**config.mk**
```make
export PLATFORM = sky130hd
export DESIGN_NAME = ofs_top
export DESIGN_NICKNAME = d
export VERILOG_FILES = /design/src/verilog/ofs_top.v
export VERILOG_INCLUDE_DIRS = /design/src /design/src/common
export SDC_FILE = /design/constraint.sdc
export NUM_CORES = 1
export LEC_CHECK = 0
export BUFFER_PORTS_ARGS = -buffer_cell sky130_fd_sc_hd__buf_2
export CORE_UTILIZATION = 45
export CTS_BUF_LIST = sky130_fd_sc_hd__clkbuf_16
export DETAILED_ROUTE_END_ITERATION = 7
export SLEW_MARGIN = 0
export SYNTH_ARGS = -nofsm -noshare
export SYNTH_HDL_FRONTEND = slang
export SYNTH_SLANG_ARGS = --single-unit
```
**constraint.sdc**
```tcl
create_clock -name CORE_CLK -period 5 [get_ports CORE_CLK]
set_clock_uncertainty 0.2 [all_clocks]
set_input_delay 0 -clock CORE_CLK [delete_from_list [all_inputs] [get_ports CORE_CLK]]
set_output_delay 0 -clock CORE_CLK [all_outputs]
set_load 0.01 [all_outputs]
```
**src/common/ofs_defines.vh**
```
// register offsets, reset values and timing figures of the output selector
`ifndef OFS_DEFINES_VH
`define OFS_DEFINES_VH

// register byte offsets, one aligned 32-bit word each
`define OFS_ADDR_MODE          8'h00
`define OFS_ADDR_SWITCH_FUNC   8'h04
`define OFS_ADDR_BASE_RELAY    8'h08
`define OFS_ADDR_EXT_RELAY     8'h0C
`define OFS_ADDR_FIRST_OC      8'h10
`define OFS_ADDR_EXT_DIGITAL   8'h14
`define OFS_ADDR_TERM_STATUS   8'h18
`define OFS_ADDR_PULSE_HALF    8'h1C
`define OFS_ADDR_COND_STATUS   8'h20

// reset values of the parameter registers
`define OFS_RST_MODE           16'h0000
`define OFS_RST_SWITCH_FUNC    16'h0000
`define OFS_RST_BASE_RELAY     16'h0002
`define OFS_RST_EXT_RELAY      16'h0000
`define OFS_RST_FIRST_OC       16'h0001
`define OFS_RST_EXT_DIGITAL    16'h0004
`define OFS_RST_PULSE_HALF     16'h0000

// mode values of the multiplexed output terminal
`define OFS_MODE_PULSE         16'h0000
`define OFS_MODE_SWITCH        16'h0001

// highest implemented function code
`define OFS_CODE_MAX           16'h000E

// field positions in the terminal status word
`define OFS_STAT_MUX_PIN       5
`define OFS_STAT_PULSE_MODE    6

// timing figures
`define OFS_CLK_HZ             40000000
`define OFS_PULSE_MAX_HZ       100000
`define OFS_PLC_PULSE_MS       250
`define OFS_PULSE_HALF_MIN     (`OFS_CLK_HZ / (2 * `OFS_PULSE_MAX_HZ))
`define OFS_PLC_PULSE_CYC      ((`OFS_CLK_HZ / 1000) * `OFS_PLC_PULSE_MS)

`endif

```
**src/verilog/ofs_top.v**
```verilog
// output terminal function selector with apb parameter registers
// register map, one 32-bit word each, low 16 bits used:
//   0x00 mode of the multiplexed terminal
//   0x04 switch-mode function code
//   0x08 base relay function code
//   0x0C extension relay function code
//   0x10 first open-collector function code
//   0x14 extension digital output function code
//   0x18 terminal status, read only
//   0x1C pulse half period in clock cycles, zero stops the train
//   0x20 condition status, read only, bit k is the code k condition
//
// limitations: analog output, pulse scaling and codes above 14 are not
// built here; every condition input must come from this clock domain
`timescale 1ns/1ps
`default_nettype none
`include "ofs_defines.vh"

module ofs_top #(
    parameter integer ADDR_W        = 8,
    parameter integer PLC_PULSE_CYC = `OFS_PLC_PULSE_CYC
) (
    input  wire              CORE_CLK,
    input  wire              SYS_RST,
    // apb slave
    // zero wait states; the master runs on this clock as well
    input  wire              PSEL,
    input  wire              PENABLE,
    input  wire              PWRITE,
    input  wire [ADDR_W-1:0] PADDR,
    input  wire [31:0]       PWDATA,
    output wire [31:0]       PRDATA,
    output wire              PREADY,
    output wire              PSLVERR,
    // drive conditions from other units, same clock
    // levels, except the one-cycle program-cycle done strobe
    input  wire              DRIVE_RUNNING,
    input  wire              FAULT_STOPPED,
    input  wire              FREQ_LEVEL_DETECT_ONE,
    input  wire              FREQ_REACHED,
    input  wire              OUTPUT_FREQ_ZERO,
    input  wire              MOTOR_OVERLOAD_WARN,
    input  wire              DRIVE_OVERLOAD_WARN,
    input  wire              SET_COUNT_REACHED,
    input  wire              DESIGNATED_COUNT_REACHED,
    input  wire              LENGTH_EXCEEDED,
    input  wire              PROGRAM_CYCLE_DONE,
    input  wire              RUN_TIME_EXCEEDED,
    input  wire              SET_FREQ_BEYOND_LIMIT,
    input  wire              OUTPUT_FREQ_AT_LIMIT,
    input  wire              SPEED_CONTROL_MODE,
    input  wire              TORQUE_AT_LIMIT,
    input  wire              STALL_PROTECTION,
    // terminals
    // all active high: 1 closes the relay or turns the switch on
    output wire              MULTIPLEXED_OUTPUT_TERMINAL,
    output wire              BASE_RELAY_OUT,
    output wire              EXTENSION_RELAY_OUT,
    output wire              FIRST_OPEN_COLLECTOR_OUTPUT,
    output wire              EXTENSION_DIGITAL_OUT
);

    // five terminals share one code table; the stretcher counter holds
    // 250 ms at 40 MHz, a much faster clock needs PLC_W widened
    localparam integer NUM_TERM = 5;
    localparam integer PLC_W    = 24;

    // half period floor cut to counter width on purpose, so the compare
    // stays 16 bits and the selected value fits half_eff
    localparam integer HALF_MIN_I = `OFS_PULSE_HALF_MIN;
    localparam [15:0]  HALF_MIN   = HALF_MIN_I[15:0];

    // parameter registers
    // func_r packs the five code registers, 16 bits per terminal in
    // terminal order: switch, base relay, ext relay, first oc, ext out
    reg  [15:0]         mode_r;
    reg  [15:0]         pulse_half_r;
    reg  [16*NUM_TERM-1:0] func_r;
    reg  [NUM_TERM-1:0] term_r;
    reg                 mux_pin_r;
    reg  [31:0]         prdata_r;

    // pulse generator and program-cycle stretcher
    // both run free of the bus; the pulse settings come from registers, the stretch width from PLC_PULSE_CYC
    reg  [15:0]         pulse_cnt_r;
    reg  [15:0]         pulse_cnt_nxt;
    reg                 pulse_r;
    reg                 pulse_nxt;
    reg  [PLC_W-1:0]    plc_cnt_r;

    // decode, selection and pulse helper nets
    wire                wr_en;
    wire                rd_setup;
    wire                addr_ok;
    wire                plc_pulse;
    wire [15:0]         cond;
    wire [15:0]         half_eff;
    wire                pulse_mode;
    reg  [31:0]         rd_mux;
    wire [NUM_TERM-1:0] term_nxt;

    // conditions indexed by function code; index 0 and unused stay low
    // every input here is a level made by another unit on this clock,
    // so no synchroniser sits in front of it; a code that needs two
    // or more facts (5, 13, 14) ands them here, so the selector stays a plain
    // one-of-sixteen pick
    assign plc_pulse = (plc_cnt_r != {PLC_W{1'b0}});
    assign cond[0]  = 1'b0;
    assign cond[1]  = DRIVE_RUNNING;
    assign cond[2]  = FAULT_STOPPED;
    assign cond[3]  = FREQ_LEVEL_DETECT_ONE;
    assign cond[4]  = FREQ_REACHED;
    assign cond[5]  = DRIVE_RUNNING & OUTPUT_FREQ_ZERO;
    assign cond[6]  = MOTOR_OVERLOAD_WARN;
    assign cond[7]  = DRIVE_OVERLOAD_WARN;
    assign cond[8]  = SET_COUNT_REACHED;
    assign cond[9]  = DESIGNATED_COUNT_REACHED;
    assign cond[10] = LENGTH_EXCEEDED;
    // code 11 reads the stretched pulse, not the raw done strobe
    assign cond[11] = plc_pulse;
    assign cond[12] = RUN_TIME_EXCEEDED;
    // multi-fact codes: every fact must hold in the same cycle
    assign cond[13] = SET_FREQ_BEYOND_LIMIT
                    & OUTPUT_FREQ_AT_LIMIT;
    assign cond[14] = SPEED_CONTROL_MODE & TORQUE_AT_LIMIT
                    & STALL_PROTECTION;
    assign cond[15] = 1'b0;

    // picks the condition for a code; anything above the top code is off
    // the whole 16-bit code is compared, so a value such as 0x0011
    // cannot alias code 1 through its low nibble
    function sel_cond;
        input [15:0] code;
        input [15:0] conds;
        begin
            if (code > `OFS_CODE_MAX) begin
                sel_cond = 1'b0;
            end else begin
                sel_cond = conds[code[3:0]];
            end
        end
    endfunction

    // apb decode: zero wait states, so access phase always completes
    // a transfer is a setup cycle then one access cycle; writes land at
    // the edge that closes the access cycle, reads were captured at the
    // edge that closed setup; an unmapped address raises the error
    // response in the access cycle and changes nothing
    assign wr_en    = PSEL & PENABLE & PWRITE;
    assign rd_setup = PSEL & ~PENABLE & ~PWRITE;
    assign addr_ok  = (PADDR == `OFS_ADDR_MODE)
                    | (PADDR == `OFS_ADDR_SWITCH_FUNC)
                    | (PADDR == `OFS_ADDR_BASE_RELAY)
                    | (PADDR == `OFS_ADDR_EXT_RELAY)
                    | (PADDR == `OFS_ADDR_FIRST_OC)
                    | (PADDR == `OFS_ADDR_EXT_DIGITAL)
                    | (PADDR == `OFS_ADDR_TERM_STATUS)
                    | (PADDR == `OFS_ADDR_PULSE_HALF)
                    | (PADDR == `OFS_ADDR_COND_STATUS);
    assign PREADY   = 1'b1;
    assign PSLVERR  = PSEL & PENABLE & ~addr_ok;
    assign PRDATA   = prdata_r;

    // read mux; narrow registers sit in the low bits, the rest reads zero
    // status word: bits 4:0 the terminal flops (0 is the switch-mode
    // result, kept even while the pin shows pulses), bit 5 the shared
    // pin, bit 6 set while the pin is in pulse mode; bits above 6 read
    // zero
    always @* begin
        rd_mux = 32'h00000000;
        case (PADDR)
            `OFS_ADDR_MODE:        rd_mux[15:0] = mode_r;
            `OFS_ADDR_SWITCH_FUNC: rd_mux[15:0] = func_r[15:0];
            `OFS_ADDR_BASE_RELAY:  rd_mux[15:0] = func_r[31:16];
            `OFS_ADDR_EXT_RELAY:   rd_mux[15:0] = func_r[47:32];
            `OFS_ADDR_FIRST_OC:    rd_mux[15:0] = func_r[63:48];
            `OFS_ADDR_EXT_DIGITAL: rd_mux[15:0] = func_r[79:64];
            `OFS_ADDR_TERM_STATUS: begin
                rd_mux[NUM_TERM-1:0]           = term_r;
                rd_mux[`OFS_STAT_MUX_PIN]     = mux_pin_r;
                rd_mux[`OFS_STAT_PULSE_MODE]  = pulse_mode;
            end
            `OFS_ADDR_PULSE_HALF:  rd_mux[15:0] = pulse_half_r;
            `OFS_ADDR_COND_STATUS: rd_mux[15:0] = cond;
            default:               rd_mux = 32'h00000000;
        endcase
    end

    // read data is captured in setup so it stands through the access phase
    // limitation: a status read shows the state one cycle before the
    // access cycle, never the value of the closing edge itself
    always @(posedge CORE_CLK) begin
        if (SYS_RST) begin
            prdata_r <= 32'h00000000;
        end else if (rd_setup) begin
            prdata_r <= rd_mux;
        end
    end

    // parameter register writes; an unmapped write is dropped
    // the status words are read only and a write to them is dropped
    // without error; code registers keep any 16-bit value, and an unused
    // code simply selects nothing
    // reset loads the factory codes: fault on the base relay, running on
    // the first open-collector output, frequency reached on the ext output
    always @(posedge CORE_CLK) begin
        if (SYS_RST) begin
            mode_r       <= `OFS_RST_MODE;
            func_r[15:0] <= `OFS_RST_SWITCH_FUNC;
            func_r[31:16] <= `OFS_RST_BASE_RELAY;
            func_r[47:32] <= `OFS_RST_EXT_RELAY;
            func_r[63:48] <= `OFS_RST_FIRST_OC;
            func_r[79:64] <= `OFS_RST_EXT_DIGITAL;
            pulse_half_r <= `OFS_RST_PULSE_HALF;
        end else if (wr_en) begin
            case (PADDR)
                `OFS_ADDR_MODE:        mode_r <= PWDATA[15:0];
                `OFS_ADDR_SWITCH_FUNC: func_r[15:0] <= PWDATA[15:0];
                `OFS_ADDR_BASE_RELAY:  func_r[31:16] <= PWDATA[15:0];
                `OFS_ADDR_EXT_RELAY:   func_r[47:32] <= PWDATA[15:0];
                `OFS_ADDR_FIRST_OC:    func_r[63:48] <= PWDATA[15:0];
                `OFS_ADDR_EXT_DIGITAL: func_r[79:64] <= PWDATA[15:0];
                `OFS_ADDR_PULSE_HALF:  pulse_half_r <= PWDATA[15:0];
                default:               mode_r <= mode_r;
            endcase
        end
    end

    // next value of each terminal, one selector per terminal; all five
    // read the same condition vector, so one code table serves them
    genvar gi;
    generate
        for (gi = 0; gi < NUM_TERM; gi = gi + 1) begin : g_term
            assign term_nxt[gi] = sel_cond(func_r[16*gi+15:16*gi],
                                           cond);
        end
    endgenerate

    // one flop per terminal keeps a code change glitch-free: the pin
    // moves only on the clock, never while a selector settles
    always @(posedge CORE_CLK) begin
        if (SYS_RST) begin
            term_r <= {NUM_TERM{1'b0}};
        end else begin
            term_r <= term_nxt;
        end
    end

    // program-cycle stretcher; a new cycle end restarts the full width
    // two cycle ends closer than the pulse width merge into one longer
    // pulse: the counter reloads rather than queueing a second pulse;
    // the terminal is high while the count is nonzero
    always @(posedge CORE_CLK) begin
        if (SYS_RST) begin
            plc_cnt_r <= {PLC_W{1'b0}};
        end else if (PROGRAM_CYCLE_DONE) begin
            plc_cnt_r <= PLC_PULSE_CYC[PLC_W-1:0];
        end else if (plc_pulse) begin
            plc_cnt_r <= plc_cnt_r - {{(PLC_W-1){1'b0}}, 1'b1};
        end
    end

    // half periods below the floor are raised so the rate never
    // passes the top pulse frequency; zero stops the train low
    // at 40 MHz the floor is 200 cycles, a half period of 5 us
    assign pulse_mode = (mode_r == `OFS_MODE_PULSE);
    assign half_eff   = (pulse_half_r < HALF_MIN)
                      ? HALF_MIN : pulse_half_r;

    // square wave counter for the fast pulse output
    // the pin toggles each time the count reaches half_eff - 1, so a period
    // is twice half_eff; leaving pulse mode clears the count so
    // a return starts with a full low half period
    always @* begin
        pulse_cnt_nxt = pulse_cnt_r;
        pulse_nxt     = pulse_r;
        if (!pulse_mode || pulse_half_r == 16'h0000) begin
            pulse_cnt_nxt = 16'h0000;
            pulse_nxt     = 1'b0;
        end else if (pulse_cnt_r >= half_eff - 16'h0001) begin
            pulse_cnt_nxt = 16'h0000;
            pulse_nxt     = ~pulse_r;
        end else begin
            pulse_cnt_nxt = pulse_cnt_r + 16'h0001;
        end
    end

    // counter and level flops of the pulse train; the shared pin is fed
    // from pulse_nxt so it shows the same level as pulse_r
    always @(posedge CORE_CLK) begin
        if (SYS_RST) begin
            pulse_cnt_r <= 16'h0000;
            pulse_r     <= 1'b0;
        end else begin
            pulse_cnt_r <= pulse_cnt_nxt;
            pulse_r     <= pulse_nxt;
        end
    end

    // the shared pin shows pulses in mode 0 and the switch terminal in
    // mode 1; other mode values hold it off
    // a mode change takes effect at the next edge; a pulse in flight is
    // cut short, which loads on the pin must tolerate
    always @(posedge CORE_CLK) begin
        if (SYS_RST) begin
            mux_pin_r <= 1'b0;
        end else if (pulse_mode) begin
            mux_pin_r <= pulse_nxt;
        end else if (mode_r == `OFS_MODE_SWITCH) begin
            mux_pin_r <= sel_cond(func_r[15:0], cond);
        end else begin
            mux_pin_r <= 1'b0;
        end
    end

    // terminal flop 0 is the switch-mode result and shows only in the status
    // word, the pin takes its own copy in mux_pin_r; flops 1 to 4 drive their terminals directly;
    // nothing here is tri-stated, the switching stages sit outside
    assign MULTIPLEXED_OUTPUT_TERMINAL = mux_pin_r;
    assign BASE_RELAY_OUT              = term_r[1];
    assign EXTENSION_RELAY_OUT         = term_r[2];
    assign FIRST_OPEN_COLLECTOR_OUTPUT = term_r[3];
    assign EXTENSION_DIGITAL_OUT       = term_r[4];

endmodule
`default_nettype wire

```
==> results of run 1 <==
-- cell type report --
class                           count  area share (%)
Multi-Input combinational cell    914            50.8
Clock inverter                     15            1.24
Sequential cell                   175            33.6
Inverter                           12           0.432
Clock buffer                       17            4.08
Tap cell                          265            3.18
Timing Repair Buffer              104            6.61
-- worst max path at each step --
stage | end | slack [ps] | depth (start not counted)
2_1_floorplan | pulse_cnt_r[10]$_SDFF_PP0_ | 750 | 19
3_3_place_gp | pulse_cnt_r[2]$_SDFF_PP0_ | 590 | 17
3_5_place_dp | pulse_cnt_r[4]$_SDFF_PP0_ | 450 | 17
4_1_cts | pulse_cnt_r[4]$_SDFF_PP0_ | 430 | 17
5_1_grt | pulse_cnt_r[3]$_SDFF_PP0_ | 120 | 17
6_report | pulse_cnt_r[4]$_SDFF_PP0_ | 430 | 17
-- timing repair --
item | in CTS | in global routing
resized for setup | 0 | 0
setup buffers | 0 | 0
endpoints found under the hold margin | 143 | 0
hold buffers | 29 | 0
-- logic make-up (layout without fill, tap and decap cells) --
group | Yosys count | after routing
other | 2 | 17
muxes | 45 | 45
buffers and inverters | 91 | 148
DFF | 175 | 175
adders and majority gates | 19 | 19
xor gates and xnor gates | 46 | 46
AOI/OAI and AO/OA | 263 | 263
and+or+nand+nor | 524 | 524
-- synth_stat cells, types with 6 or more instances --
library cell	count
ha_1	19
mux2i_1	24
buf_2	13
nor3_2	6
a31oi_1	6
xnor2_1	21
dfxtp_1	175
a221oi_1	8
and3_1	10
a22oi_1	18
nor2_1	74
xor2_1	25
buf_4	20
clkbuf_1	41
nand3_1	22
a211oi_1	9
nand4_1	12
mux4_2	11
o21ai_0	44
nor4_1	19
mux2_2	10
nand3b_1	10
inv_1	12
a21oi_1	140
nor3_1	21
nand2_1	305
-- worst reg2reg max path, stage by stage, from the launching register on --
cell      delay (ps)
dfxtp_1          380
or4_1            580
nor3b_2          240
nand2_1          200
nand2_1          170
ha_1             190
nor3b_1          370
nand2_1          100
nor2_1           230
nand2_1          100
xor2_1           150
ha_1             310
a21oi_1          150
a21boi_0         100
a211oi_1         300
o21ai_0          160
or2_2            440
nor2_1           160
-- placed cells by master, fill, tap and decap left out, types with 5 or more instances in the layout --
cell / n
dfxtp_1: 175
nand3_1: 22
clkinvlp_4: 5
nor3_1: 21
mux2i_1: 24
xor2_1: 25
nand2_1: 305
or4_1: 5
conb_1: 17
a211oi_1: 9
a31oi_1: 6
ha_1: 19
a21oi_1: 140
a22oi_1: 18
nor3b_1: 5
nor2_1: 74
o21ai_0: 44
nor4_1: 19
dlygate4sd3_1: 29
a221oi_1: 8
nor2b_1: 5
inv_1: 12
nor3_2: 6
clkbuf_16: 17
buf_2: 66
mux4_2: 11
nand4_1: 12
and3_1: 10
buf_4: 9
nand3b_1: 10
mux2_2: 10
xnor2_1: 21
-- metrics by stage --
stage,utilization [%],power (W),setup WS [ps],cells
floorplan,-,0.00162,751,1180
global placement,48.5,0.00171,590,1441
detailed placement,48.5,0.00171,453,1441
CTS,52.8,0.00298,425,1502
global route,52.8,0.00307,121,1502
finish,52.8,0.00297,427,1502
-- power groups by stage --
stage	Sequential, W	Clock (W)	Combinational (W)
floorplan	0.00146	0	0.000166
global placement	0.00146	0	0.000247
detailed placement	0.00146	0	0.000247
CTS	0.00143	0.00129	0.000263
global route	0.00143	0.00135	0.000289
finish	0.00143	0.00127	0.000267
-- layer usage --
metal  part of all wire, %  wire, um  track usage (%)  up-vias
met4                   3.0       891             10.1        0
met1                    45     13400             41.5     4096
met5                     0         0                0        -
li1                      -         -                -     4166
met3                   9.2      2770             6.71       65
met2                    43     13000             44.8      403
-- registers in the layout, summed over array words and instances (netlist names) --
| signal | cells |
|---|---|
| PRDATA | 16 |
| term_r | 5 |
| pulse_cnt_r | 16 |
| func_r | 80 |
| plc_cnt_r | 24 |
| pulse_half_r | 16 |
| pulse_r | 1 |
| mode_r | 16 |
| MULTIPLEXED_OUTPUT_TERMINAL | 1 |
==> out/qor.csv, run 1 <==
stage;metric;value;unit
yosys;ys_top_cells_by_area;dfxtp_1 38%, nand2_1 12%, a21oi_1 7.6%;
layout;register_area;3500;um^2
timing;fmax;219;MHz
global_route;grt_max_degree;72;
yosys;synth_top_cell_by_area;dfxtp_1;
placement;port_buffers;67;
clock_tree;clock_latency;440;ps
global_route;grt_util_all_layers;29.7;%
power;switching_power;0.000809;W
worst_setup_path;cp_top_family;simple AND/OR/NAND/NOR gates;
worst_setup_path;slowest_delay;580;ps
worst_setup_path;critPathMaxFanout;16;
global_route;gr-total-overflow;0;
power;leakage;3.65;nW
yosys;syn_inst;1165;
yosys;yosysUniqueCellTypes;71;
drt;avgViaCountPerCell;5.81;
yosys;synth_top_area_share;38.2;%
worst_setup_path;cp_common_cell;nand2_1;
worst_setup_path;crit_type;reg -> reg;
die;start_util;46.6;%
worst_setup_path;r2r_slack;430;ps
worst_hold_path;hold_depth;6;
drt;dr.pass1.iters;5;
worst_setup_path;r2r_cells;17;
yosys;yosys_warnings;0;
clock_tree;cts.sinks;175;
layout;multi_input_area;5290;um^2
worst_setup_path;cp.required;5170;ps
die;die_h;145;um
power;clkPwrFrac;42.9;%
worst_hold_path;hold_start;PWRITE;
power;power_frac_seq;48.1;%
timing;final_hold_viol_count;0;
global_route;grt_first_pass_wirelength;46.3;mm
layout;stdcell_area;10400;um^2
layout;drive_above_1_share;12.2;%
clock_tree;htree_num_levels;4;
yosys;synthAdderAreaFrac;2.59;%
timing;worstMarginPinSlew;1220;ps
clock_tree;cts_tree;yes;
die;rows;51;
power;cellPowerDensity;285;nW/um^2
clock_tree;numCtsBuffers;17;
global_route;grt_pass1_vias;7992;
timing;period_minus_slack;4570;ps
power;switching_share;27.3;%
yosys;avgSynthCellArea;7.88;um^2
placement;gp_congestion;0.982;
worst_hold_path;holdPathEnd;PRDATA[5]$_SDFFE_PP0P_;
yosys;muxShareOfSynthArea;6.54;%
yosys;synth_flop_cell;dfxtp_1;
layout;area_growth;13.5;%
timing;slew_violations;0;
yosys;synth_top_family_by_area;simple AND/OR/NAND/NOR gates;
yosys;yosys_register_bits;175;
worst_setup_path;start_kind;flop;
yosys;yosysSeqAreaShare;38.2;%
layout;antenna-diode-count;0;
worst_hold_path;hold_class;in -> reg;
die;die_w;145;um
run_status;status;finished clean;
timing;setup_violations;0;
timing;rsz0062_at_grt;no;
timing;setup_tns;0;ps
layout;final_nets;1305;
drt;drtAntennaViolNets;0;
clock_tree;clockBufferDepth;2;
clock_tree;cts_root_buf;clkbuf_16;
power;internal_power;0.00216;W
worst_setup_path;worstReg2RegEnd;pulse_cnt_r[4]$_SDFF_PP0_;
yosys;synth-edff-count;0;
die;die_area;21000;um^2
worst_setup_path;cp_slowest_cell;or4_1;
die;pin_count;101;
timing;holdWs;18.9;ps
yosys;synth_xor_area_share;4.39;%
timing;worst_slew_margin_rel;18.5;%
power;comb_power_share;9.0;%
die;core_area;19700;um^2
placement;dp_hpwl;21.6;mm
worst_setup_path;startpoint;pulse_half_r[11]$_SDFFE_PP0P_;
worst_setup_path;critical_path.cell_chain;or4_1 -> nor3b_2 -> nand2_1 -> nand2_1 -> ha_1 -> nor3b_1 -> nand2_1 -> nor2_1 -> nand2_1 -> xor2_1 -> ha_1 -> a21oi_1 -> a21boi_0 -> a211oi_1 -> o21ai_0 -> or2_2 -> nor2_1;
yosys;yosys.area_share.simple;26.7;%
placement;dpl_cell_area;9570;um^2
yosys;async_flop_share;0;%
worst_setup_path;end_kind;flop;
drt;vias;8730;
drt;drt_iter0_drc;903;
drt;wl_per_cell;20.0;um
clock_tree;clk_pin_slew;70;ps
power;peakVddDrop;0.000214;V
timing;fin_crit_sh;91.5;%
worst_setup_path;worst-path-buf-inv;0;
yosys;synth_compound_area_share;16.7;%
layout;fillCellCount;1929;
yosys;synth_area;9180;um^2
worst_setup_path;timing.rr.start;pulse_half_r[11]$_SDFFE_PP0P_;
drt;routed_wl;30.0;mm
global_route;antenna_found_initial;0;
job;maxCapViolations;0;
worst_setup_path;crit_arrival;4740;ps
drt;route.detailed.drc;0;
(Power assumes the default switching activity.)
==> inputs of run 2 (changes only) <==
--- a/config.mk
+++ b/config.mk
@@ -10,6 +10,7 @@
 export CORE_UTILIZATION = 45
 export CTS_BUF_LIST = sky130_fd_sc_hd__clkbuf_16
 export DETAILED_ROUTE_END_ITERATION = 7
+export PLACE_DENSITY = 0.66
 export SLEW_MARGIN = 0
 export SYNTH_ARGS = -nofsm -noshare
 export SYNTH_HDL_FRONTEND = slang
==> constraint.sdc (replaced) <==
create_clock -name CORE_CLK -period 3.9 [get_ports CORE_CLK]
set_clock_uncertainty 0.2 [all_clocks]
set_input_delay 0 -clock CORE_CLK [delete_from_list [all_inputs] [get_ports CORE_CLK]]
set_output_delay 0 -clock CORE_CLK [all_outputs]
set_load 0.01 [all_outputs]
==> run 2 against run 1 <==
- non-clock buffer count up 18
- routed wire length is 0.59% lower
- worst setup slack got worse by 540 ps
- global-route usage down 0.36 points
- combinational power grew 28%
- worst hold slack lost 15 ps
- highest routed layer unchanged
- clock power increased by 36%
- via count rose by 1.3%
- final cell count grew 1.3%
- the flow now finishes with violations (negative setup slack)
- utilization is 1.6 points higher
- sequential power increased by 28%
- register-to-register slack got worse by 540 ps
==> out/qor.csv, run 2 (synthesized netlist as in run 1, its figures left out) <==
stage;metric;value;unit
timing;layout_setup_ws;-110;ps
layout;final_nets;1324;
clock_tree;numCtsBuffers;17;
worst_setup_path;start_kind;flop;
placement;port_buffers;67;
worst_setup_path;end_kind;flop;
timing;final_hold_viol_count;0;
global_route;grt_max_degree;72;
die;start_util;46.6;%
die;die_w;145;um
timing;setup_violations;8;
layout;multi_input_area;5430;um^2
clock_tree;cts.sinks;175;
die;rows;51;
placement;gp_congestion;0.968;
timing;fin_crit_sh;103;%
placement;dp_hpwl;21.2;mm
layout;fin_cells;1522;
run_status;failed_checks;negative setup slack;
global_route;grt_util_all_layers;29.4;%
drt;avgViaCountPerCell;5.81;
global_route;gr-usage-met3;7.54;%
layout;largestRegisters;func_r (80), plc_cnt_r (24);
run_status;status;finished, violations left;
power;cellPowerDensity;364;nW/um^2
drt;route.detailed.drc;0;
clock_tree;clock_latency;440;ps
layout;largest_reg_flops;80;
global_route;grtUsageMet1;38.2;%
job;maxCapViolations;0;
clock_tree;htree_num_levels;4;
power;peakVddDrop;0.000243;V
layout;final_util;54.4;%
worst_setup_path;crit_type;reg -> reg;
layout;mostFrequentLayoutCells;300 x nand2_1, 172 x dfxtp_1, 139 x a21oi_1, 66 x buf_2, 65 x nor2_1;
die;core_area;19700;um^2
timing;slew_violations;0;
layout;fillCellCount;1839;
die;die_area;21000;um^2
worst_setup_path;cp.required;4080;ps
global_route;grt_pass1_vias;8062;
timing;rsz0062_at_grt;yes;
timing;setup_tns;-767;ps
drt;dr.pass1.iters;6;
power;switching_share;26.1;%
worst_setup_path;critPathMaxFanout;8;
timing;fmax;249;MHz
timing;worstMarginPinSlew;1080;ps
worst_setup_path;crit_arrival;4190;ps
placement;dpl.cell_count;1455;
timing;period_minus_slack;4010;ps
layout;mostFrequentLayoutCell;nand2_1;
power;power_frac_seq;46.9;%
power;leakage;3.80;nW
power;internal_power;0.00289;W
clock_tree;cts_tree;yes;
drt;vias;8847;
worst_hold_path;hold_class;in -> reg;
layout;area_growth;16.8;%
power;clkPwrFrac;44.3;%
die;die_h;145;um
clock_tree;clk_pin_slew;70;ps
global_route;grt.busiest_layer;met2;
power;switching_power;0.00102;W
drt;drt_iter0_drc;1007;
drt;wl_per_cell;19.6;um
power;comb_power_share;8.8;%
layout;regMostFlops;func_r;
clock_tree;cts_root_buf;clkbuf_16;
placement;dp_slack;-8.06;ps
layout;register_area;3510;um^2
global_route;antenna_found_initial;1;
drt;routed_wl;29.8;mm
clock_tree;clockBufferDepth;2;
global_route;gr-total-overflow;0;
layout;drive_above_1_share;15.8;%
timing;worst_slew_margin_rel;27.4;%
global_route;grt_first_pass_wirelength;45.9;mm
drt;drtAntennaViolNets;0;
die;pin_count;101;
global_route;grt_util_met2;46.3;%
-- run 2: final cells by class --
type                       instances  area share (%)
multi-input combinational        915            50.6
sequential                       175            32.7
timing repair buffer             122            7.68
clock buffer                      17            3.97
tap                              265            3.09
clock inverter                    15            1.47
inverter                          12           0.420
antenna                            1          0.0233
-- run 2: power groups by stage --
| stage | combinational (W) | clock (W) | sequential, W |
|---|---|---|---|
| after floorplan | 0.000213 | 0 | 0.00187 |
| after global placement | 0.000312 | 0 | 0.00187 |
| after detailed placement | 0.000314 | 0 | 0.00187 |
| after CTS | 0.000336 | 0.00174 | 0.00183 |
| after global routing | 0.000369 | 0.00182 | 0.00183 |
| final | 0.000343 | 0.00173 | 0.00183 |
-- run 2: path summary, 6_finish.rpt --
kind	slack, ps	end	start	depth (start not counted)
worst max-delay path	-110	pulse_cnt_r[0]$_SDFF_PP0_	pulse_half_r[14]$_SDFFE_PP0P_	18
worst min-delay path	4	PRDATA[5]$_SDFFE_PP0P_	PENABLE	6
worst max register to register	-110	pulse_cnt_r[0]$_SDFF_PP0_	pulse_half_r[14]$_SDFFE_PP0P_	18
worst min register to register	250	PRDATA[10]$_SDFFE_PP0P_	PRDATA[10]$_SDFFE_PP0P_	2
-- run 2: metrics by stage --
stage | power [W] | hold slack [ps] | instance area [um^2]
after floorplan | 0.00208 | -109 | 9300
after global placement | 0.00218 | 137 | 9730
after detailed placement | 0.00218 | 130 | 9730
after CTS | 0.00391 | 7.13 | 10600
after global routing | 0.00402 | 45.2 | 10700
final | 0.00390 | 4.26 | 10700
-- run 2: worst max-delay path: stages, from the launching register on --
cell	delay [ps]
dfxtp_2	320
or4_4	550
nor3b_4	250
nand2_2	150
nand2_2	140
ha_4	130
nor3b_4	220
buf_4	160
nand2_2	50
xnor2_1	130
a21oi_1	150
ha_2	310
a21oi_2	170
a211oi_2	100
a211oi_2	270
o21ai_2	120
buf_4	150
or2_4	280
nor2_2	110
-- run 2: repair_timing --
action | CTS | global route
resized for setup | 4 | 20
setup endpoints to repair | 17 | 18
pin swaps | 3 | 25
gates cloned | 1 | 0
hold endpoints to repair | 146 | 0
setup buffers | 0 | 4
hold buffers | 29 | 0
-- run 2: layer usage --
metal  vias to the layer above  share of wire [%]
li1                       4207                  -
met1                      4125                 41
met2                       445                 46
met3                        70                9.5
met4                         0                3.3
met5                         -                  0
